## config.mk

```make
export PLATFORM = sky130hd
export DESIGN_NAME = dlc_regs
export DESIGN_NICKNAME = d
export VERILOG_FILES = /design/src/verilog/dlc_pkg.sv /design/src/verilog/dlc_decode.sv /design/src/verilog/dlc_regs.sv
export SDC_FILE = /design/constraint.sdc
export NUM_CORES = 1
export LEC_CHECK = 0
export BUFFER_PORTS_ARGS = -buffer_cell sky130_fd_sc_hd__buf_2
export CAP_MARGIN = 5
export CORE_AREA = 4 4 88 90
export CTS_CLUSTER_SIZE = 10
export DETAILED_ROUTE_END_ITERATION = 10
export DIE_AREA = 0 0 92 94
export PLACE_DENSITY = 0.76
export SLEW_MARGIN = 20
export SYNTH_ARGS = -nofsm -noshare
export SYNTH_HDL_FRONTEND = slang
export SYNTH_SLANG_ARGS = --single-unit
```

## constraint.sdc

```tcl
create_clock -name clock_i -period 1.68 [get_ports clock_i]
set_clock_uncertainty 0.05 [all_clocks]
set_input_delay 0.336 -clock clock_i [delete_from_list [all_inputs] [get_ports clock_i]]
set_output_delay 0.336 -clock clock_i [all_outputs]
set_load 0.05 [all_outputs]
```

## src/verilog/dlc_pkg.sv

```systemverilog
`default_nettype none
package dlc_pkg;
  // ==========================================================
  // register map (word addresses are byte offsets, index * 4)
  localparam logic [3:0] DLC_ADDR_GAIN = 4'h0;
  localparam logic [3:0] DLC_ADDR_TERM = 4'h4;
  localparam logic [3:0] DLC_ADDR_ADJ = 4'h8;
  localparam logic [3:0] DLC_ADDR_STAT = 4'hC;

  // ==========================================================
  // reset values and adjust write mask
  localparam logic [7:0] DLC_GAIN_RST = 8'h0F;
  localparam logic [7:0] DLC_TERM_RST = 8'h08;
  localparam logic [7:0] DLC_ADJ_RST = 8'h00;
  localparam logic [7:0] DLC_ADJ_MASK = 8'h0F;

  // ==========================================================
  // field positions
  localparam int DLC_SQ_BIT = 7;
  localparam int DLC_ARG_HI = 6;
  localparam int DLC_ARG_LO = 4;
  localparam int DLC_ARL_HI = 3;
  localparam int DLC_ARL_LO = 2;
  localparam int DLC_ATL_HI = 1;
  localparam int DLC_ATL_LO = 0;
  localparam int DLC_FULL_BIT = 7;
  localparam int DLC_DCOFF_BIT = 6;
  localparam int DLC_OHS_BIT = 5;
  localparam int DLC_ACT_BIT = 4;
  localparam int DLC_DCT_HI = 3;
  localparam int DLC_DCT_LO = 2;
  localparam int DLC_RZ_BIT = 1;
  localparam int DLC_RT_BIT = 0;
  localparam int DLC_FJ_BIT = 3;
  localparam int DLC_DIAL_BIT = 2;
  localparam int DLC_VOL_BIT = 1;
  localparam int DLC_FLV_BIT = 0;

  // ==========================================================
  // dc termination modes
  localparam logic [1:0] DLC_DCT_LOWV = 2'h0;
  localparam logic [1:0] DLC_DCT_JAPAN = 2'h1;
  localparam logic [1:0] DLC_DCT_USA = 2'h2;
  localparam logic [1:0] DLC_DCT_CLIM = 2'h3;

  // gain in tenths of a dB, signed; mute flagged separately
  // ten bits: -30 dB is -300 tenths, beyond a 9-bit signed range
  typedef logic signed [9:0] dlc_gain_t;

  typedef struct packed {
    logic ring_squelch;
    dlc_gain_t rx_gain;
    dlc_gain_t mon_rx_gain;
    logic mon_rx_mute;
    dlc_gain_t mon_tx_gain;
    logic mon_tx_mute;
    logic full_scale_high;
    logic dc_term_disable;
    logic onhook_slow;
    logic ac_term_complex;
    logic [1:0] dc_term_eff;
    dlc_gain_t tx_level;
    logic ringer_synth;
    logic ring_threshold_high;
    logic dial_headroom;
    logic line_voltage_low;
  } dlc_ctrl_s;
endpackage
`default_nettype wire

```

## src/verilog/dlc_decode.sv

```systemverilog
`timescale 1ns/100ps
`default_nettype none
module dlc_decode
  import dlc_pkg::*;
(
  // clock and reset
  input wire logic clock_i,
  input wire logic rstn_i,
  // register contents
  input wire logic [7:0] gain_i,
  input wire logic [7:0] term_i,
  input wire logic [7:0] adj_i,
  input wire logic offhook_i,
  // decoded line controls
  output dlc_ctrl_s ctrl_o
);
  dlc_ctrl_s ctrl_d;
  logic [1:0] dc_term_mode;

  // ==========================================================
  // decode helpers
  function automatic dlc_gain_t rx_gain(input logic [2:0] c, input logic off);
    if (off) begin
      case (c)
        3'h0: rx_gain = 10'sd0;
        3'h1: rx_gain = 10'sd30;
        3'h2: rx_gain = 10'sd60;
        3'h3: rx_gain = 10'sd90;
        default: rx_gain = 10'sd120;
      endcase
    end else begin
      case (c)
        3'h0: rx_gain = 10'sd70;
        3'h1: rx_gain = 10'sd60;
        3'h2: rx_gain = 10'sd48;
        3'h3: rx_gain = 10'sd35;
        default: rx_gain = 10'sd20;
      endcase
    end
  endfunction

  // ==========================================================
  // combinational decode
  always_comb begin
    ctrl_d = '0;
    dc_term_mode = term_i[DLC_DCT_HI:DLC_DCT_LO];
    ctrl_d.ring_squelch = gain_i[DLC_SQ_BIT];
    ctrl_d.rx_gain = rx_gain(gain_i[DLC_ARG_HI:DLC_ARG_LO], offhook_i);
    case (gain_i[DLC_ARL_HI:DLC_ARL_LO])
      2'h0: ctrl_d.mon_rx_gain = 10'sd0;
      2'h1: ctrl_d.mon_rx_gain = -10'sd60;
      2'h2: ctrl_d.mon_rx_gain = -10'sd120;
      default: ctrl_d.mon_rx_mute = 1'b1;
    endcase
    case (gain_i[DLC_ATL_HI:DLC_ATL_LO])
      2'h0: ctrl_d.mon_tx_gain = -10'sd180;
      2'h1: ctrl_d.mon_tx_gain = -10'sd240;
      2'h2: ctrl_d.mon_tx_gain = -10'sd300;
      default: ctrl_d.mon_tx_mute = 1'b1;
    endcase
    ctrl_d.full_scale_high = term_i[DLC_FULL_BIT];
    ctrl_d.dc_term_disable = term_i[DLC_DCOFF_BIT];
    ctrl_d.onhook_slow = term_i[DLC_OHS_BIT];
    ctrl_d.ac_term_complex = term_i[DLC_ACT_BIT];
    ctrl_d.ringer_synth = term_i[DLC_RZ_BIT];
    ctrl_d.ring_threshold_high = term_i[DLC_RT_BIT];
    ctrl_d.dial_headroom = adj_i[DLC_DIAL_BIT];
    ctrl_d.line_voltage_low = adj_i[DLC_VOL_BIT];
    // transmit level follows the selected mode, not the forced one
    case (dc_term_mode)
      DLC_DCT_LOWV: ctrl_d.tx_level = -10'sd50;
      DLC_DCT_JAPAN: ctrl_d.tx_level = -10'sd30;
      default: ctrl_d.tx_level = -10'sd10;
    endcase
    if (adj_i[DLC_FJ_BIT]) begin
      ctrl_d.dc_term_eff = DLC_DCT_JAPAN;
    end else if (dc_term_mode == DLC_DCT_USA && adj_i[DLC_FLV_BIT]) begin
      ctrl_d.dc_term_eff = DLC_DCT_LOWV;
    end else begin
      ctrl_d.dc_term_eff = dc_term_mode;
    end
  end

  // ==========================================================
  // registered outputs
  always_ff @(posedge clock_i or negedge rstn_i) begin
    if (!rstn_i) begin
      ctrl_o <= '0;
    end else begin
      ctrl_o <= ctrl_d;
    end
  end
endmodule // dlc_decode
`default_nettype wire

```

## src/verilog/dlc_regs.sv

```systemverilog
`timescale 1ns/100ps
`default_nettype none
module dlc_regs
  import dlc_pkg::*;
(
  // clock and reset
  input wire logic clock_i,
  input wire logic rstn_i,
  // wishbone classic slave
  input wire logic wb_cyc_i,
  input wire logic wb_stb_i,
  input wire logic wb_we_i,
  input wire logic [3:0] wb_adr_i,
  input wire logic [3:0] wb_sel_i,
  input wire logic [31:0] wb_dat_i,
  output logic [31:0] wb_dat_o,
  output logic wb_ack_o,
  output logic wb_err_o,
  // line state from the hook logic (pin, synchronised here)
  input wire logic offhook_i,
  // decoded line controls
  output dlc_ctrl_s ctrl_o,
  output logic onhook_dc_off_o
);
  logic [7:0] gain_q;
  logic [7:0] term_q;
  logic [7:0] adj_q;
  logic ack_q;
  logic err_q;
  logic [31:0] rdat_q;
  logic hook_meta_q;
  logic hook_q;
  logic req;
  logic wr;
  logic hit;

  // ==========================================================
  // bus decode; one wait state so ack drops between requests
  assign req = wb_cyc_i && wb_stb_i && !ack_q && !err_q;
  assign wr = req && wb_we_i && wb_sel_i[0];
  always_comb begin
    case (wb_adr_i)
      DLC_ADDR_GAIN, DLC_ADDR_TERM, DLC_ADDR_ADJ, DLC_ADDR_STAT: hit = 1'b1;
      default: hit = 1'b0;
    endcase
  end
  assign wb_ack_o = ack_q;
  assign wb_err_o = err_q;
  assign wb_dat_o = rdat_q;

  always_ff @(posedge clock_i or negedge rstn_i) begin
    if (!rstn_i) begin
      ack_q <= 1'b0;
      err_q <= 1'b0;
    end else begin
      ack_q <= req && hit;
      err_q <= req && !hit;
    end
  end

  // ==========================================================
  // hook pin synchroniser
  always_ff @(posedge clock_i or negedge rstn_i) begin
    if (!rstn_i) begin
      hook_meta_q <= 1'b0;
      hook_q <= 1'b0;
    end else begin
      hook_meta_q <= offhook_i;
      hook_q <= hook_meta_q;
    end
  end

  // ==========================================================
  // control registers
  always_ff @(posedge clock_i or negedge rstn_i) begin
    if (!rstn_i) begin
      gain_q <= DLC_GAIN_RST;
      term_q <= DLC_TERM_RST;
      adj_q <= DLC_ADJ_RST;
    end else if (wr) begin
      case (wb_adr_i)
        DLC_ADDR_GAIN: gain_q <= wb_dat_i[7:0];
        DLC_ADDR_TERM: term_q <= wb_dat_i[7:0];
        DLC_ADDR_ADJ: adj_q <= wb_dat_i[7:0] & DLC_ADJ_MASK;
        default: ;
      endcase
    end
  end

  // ==========================================================
  // read data; reserved and upper bits zero
  always_ff @(posedge clock_i or negedge rstn_i) begin
    if (!rstn_i) begin
      rdat_q <= 32'h0000_0000;
    end else if (req && !wb_we_i) begin
      case (wb_adr_i)
        DLC_ADDR_GAIN: rdat_q <= {24'h00_0000, gain_q};
        DLC_ADDR_TERM: rdat_q <= {24'h00_0000, term_q};
        DLC_ADDR_ADJ: rdat_q <= {24'h00_0000, adj_q};
        DLC_ADDR_STAT: rdat_q <= {30'h0000_0000, onhook_dc_off_o, hook_q};
        default: rdat_q <= 32'h0000_0000;
      endcase
    end else begin
      rdat_q <= 32'h0000_0000;
    end
  end

  // software misuse flag, visible only; hardware does not override it
  assign onhook_dc_off_o = term_q[DLC_DCOFF_BIT] && !hook_q;

  // ==========================================================
  // field decode
  dlc_decode u_decode (
    .clock_i(clock_i),
    .rstn_i(rstn_i),
    .gain_i(gain_q),
    .term_i(term_q),
    .adj_i(adj_q),
    .offhook_i(hook_q),
    .ctrl_o(ctrl_o)
  );
endmodule // dlc_regs
`default_nettype wire

```

==> metrics.txt <==
first-pass GRT wire length=8176 um; 1st-iter DRT viols=61; Final min period=roughly 1.6 ns; count of cell types in the netlist=33; fin area=3522 um2; final period utilization=between 90% and 100%; final setup vio count=0; Post-Synthesis Cells=220; Yosys reg bits=66; Syn-to-layout area delta=23.63%; largest net degree at the start of global routing=67; Synth Warn #=0; Slew Limit Fails=0; Core ar.=around 7100 um2; share of layout cells above drive strength 1=a little under half; Max Cap Violations=0; Detail Route Antenna Nets=0; Post CTS Setup Buffer Count=0; die height=roughly 94 um; clock latency at the later pin of the worst-skew pair=approximately 0.34 ns; Synth area leaders=dfrtp_1 (54%), buf_4 (11%), mux2_2 (7.5%); share of the synthesized area in the top cell type=a little over half; Setup crit start kind=register; die width=92 um; Syn Std Cell Area=2849 um2; GRT Util Overall=12.73%; WL per Instance=13.34 um; total I/O pin count=between 100 and 150; VDD IR max=0.4962 mV; CTS tree=built; Nets=approximately 350; Top FF cell, synth=dfrtp_1; Setup crit end kind=register; leakage=roughly 0.0019 uW; HPWL after DPL=between 3000 and 4000 um; dominant cell type by area after synthesis=dfrtp_1; vias in the first global route=approximately 1.7k; CP required=about 1.9 ns; RD Place Congestion=0.7950; Post-synth EDFFs=0; Longest Clk Path Bufs=2; DR vias/cell=4.404; syn_area_per_cell=between 10 and 15 um2; number of remaining DRC errors=0; worst hold path class=input port to register; Worst Path Max Fanout=6; Setup Crit Path Kind=register to register; Synth top cells by count=dfrtp_1 (61), buf_4 (43), mux2_2 (19); initial antenna violation count=2; # rows=31; fmax=0.6101 GHz; Reg clk slew, reported paths=0.06 ns; vias=between 1.5k and 2k; Synth async-reset ratio=100.0%; Pwr Density=between 1000 and 1500 nW/um2; CTS Buf Count=9; DIE AREA=8648 um2; RSZ-0062 raised after global routing=true; TritonRoute pass-1 iters=4; Filler Cell Count=between 600 and 700; Routed WL=between 5000 and 6000 um; Initial Util=between 40% and 50%; Overflow after GRT=0; dpl cell area=3222 um2; count leader, synth=dfrtp_1; run status=complete, no violations; Fin. Hold Viols=0; Clock Sinks=between 60 and 70; Antenna diodes=0; sequential share of the synthesized area=between 50% and 60%; htree depth=3; port bufs=a little over 70; Arr. time, crit path=about 1.8 ns; Fin Hold WS=~0.06 ns; Root Driver=clkbuf_8
==> cells in the final DEF (no fill, tap or decap), types with 2 or more instances in the layout <==
| cell type | Yosys | final |
|---|---|---|
| a22oi_1 | 7 | 7 |
| buf_2 | 3 | 70 |
| buf_4 | 43 | 11 |
| buf_6 | 0 | 3 |
| bufinv_16 | 0 | 3 |
| clkbuf_8 | 0 | 11 |
| clkinv_2 | 0 | 2 |
| conb_1 | 2 | 36 |
| dfrtp_1 | 61 | 58 |
| dfrtp_2 | 0 | 3 |
| dfstp_2 | 5 | 5 |
| ha_1 | 9 | 9 |
| inv_1 | 7 | 7 |
| mux2_1 | 4 | 3 |
| mux2_2 | 19 | 17 |
| mux2_4 | 0 | 3 |
| mux4_2 | 2 | 2 |
| nand2_1 | 2 | 2 |
| nand2b_1 | 2 | 2 |
| nor2_1 | 16 | 16 |
| nor2b_1 | 5 | 4 |
| nor3_1 | 3 | 3 |
| nor3_4 | 3 | 3 |
| o21ai_0 | 3 | 3 |
| or2_2 | 3 | 3 |
| or4_4 | 1 | 2 |
| or4b_4 | 1 | 2 |
==> registers in the layout, indices dropped and copies added, names as in the netlist <==
signal and count:
wb_err_o 1, term_q 8, adj_q 4, wb_ack_o 1
gain_q 8, wb_dat_o 8, u_decode.ctrl_o 34, hook_meta_q 1
hook_q 1
==> cells by family after synthesis <==
family	synth area share (%)
AND/OR/NAND/NOR	9.706
adder cells (fa/ha/maj)	3.953
other	0.2636
buffers and inverters	13.83
AO/OA/AOI/OAI	3.382
multiplexers	10.67
flip-flops	58.19
==> path summary, 6_finish.rpt <==
kind                              from                   to  slack (ns)  cells after the start
setup / recovery              wb_err_o            term_q[1]        0.04                      5
hold / removal               offhook_i          hook_meta_q        0.06                      1
hold reg to reg            hook_meta_q               hook_q        0.30                      0
min in group asynchronous       rstn_i  u_decode.ctrl_o[40]        0.48                      3
setup reg to reg              wb_err_o            term_q[1]        0.04                      5
max in group asynchronous       rstn_i            term_q[3]        0.77                      3
==> cell type report <==
type,count,area (um2),share of cell area [%]
Sequential cell,66,1662,47.18
Inverter,7,26.28,0.7460
Clock buffer,11,151.4,4.298
Clock inverter,5,100.1,2.842
Tap cell,99,123.9,3.517
Multi-Input combinational cell,127,962.2,27.32
Timing Repair Buffer,86,496.7,14.10
==> stage by stage <==
step / instances / total power (uW) / utilization, % / setup WS, ns / TNS (ns)
after global placement: 384 / 2661 / 45.64 / -0.2952 / -4.214
after CTS: 401 / 4312 / 49.49 / 0.001332 / 0
after detailed placement: 384 / 2677 / 45.64 / -0.2997 / -4.451
after floorplan: 254 / 2563 / - / -0.2003 / -3.618
after global routing: 401 / 4440 / 49.89 / -0.03666 / -0.1117
final: 401 / 4278 / 49.89 / 0.04082 / 0
==> report_power, final <==
part,total (uW),internal (uW),switching (uW)
Clock,1620,1060,562
Sequential,1790,1710,72.3
Combinational,869,192,677
==> worst max-delay path, cell delays in order, from the launching register on <==
cell and delay (ns):
dfrtp_2 0.40, nand4bb_4 0.23, buf_6 0.16, nor3_4 0.20
buf_4 0.17, mux2_2 0.32
==> per-layer routing <==
| layer | wire [um] | vias to the layer above | GRT usage (%) | part of all wire [%] |
|---|---|---|---|---|
| met3 | 528 | 20 | 5.128 | 9.9 |
| met2 | 2535 | 82 | 19.71 | 47 |
| li1 | - | 806 | - | - |
| met5 | 23 | - | 0 | 0.43 |
| met1 | 2045 | 854 | 14.29 | 38 |
| met4 | 218 | 4 | 9.035 | 4.1 |
==> repair_timing <==
action                     CTS  global route
pin swaps                    0             1
setup endpoints to repair    8            21
hold endpoints to repair    61             0
cloned                       0             0
resized for setup            3             5
hold buffers                 1             0
Note: power is estimated with default switching activity, not from simulation.
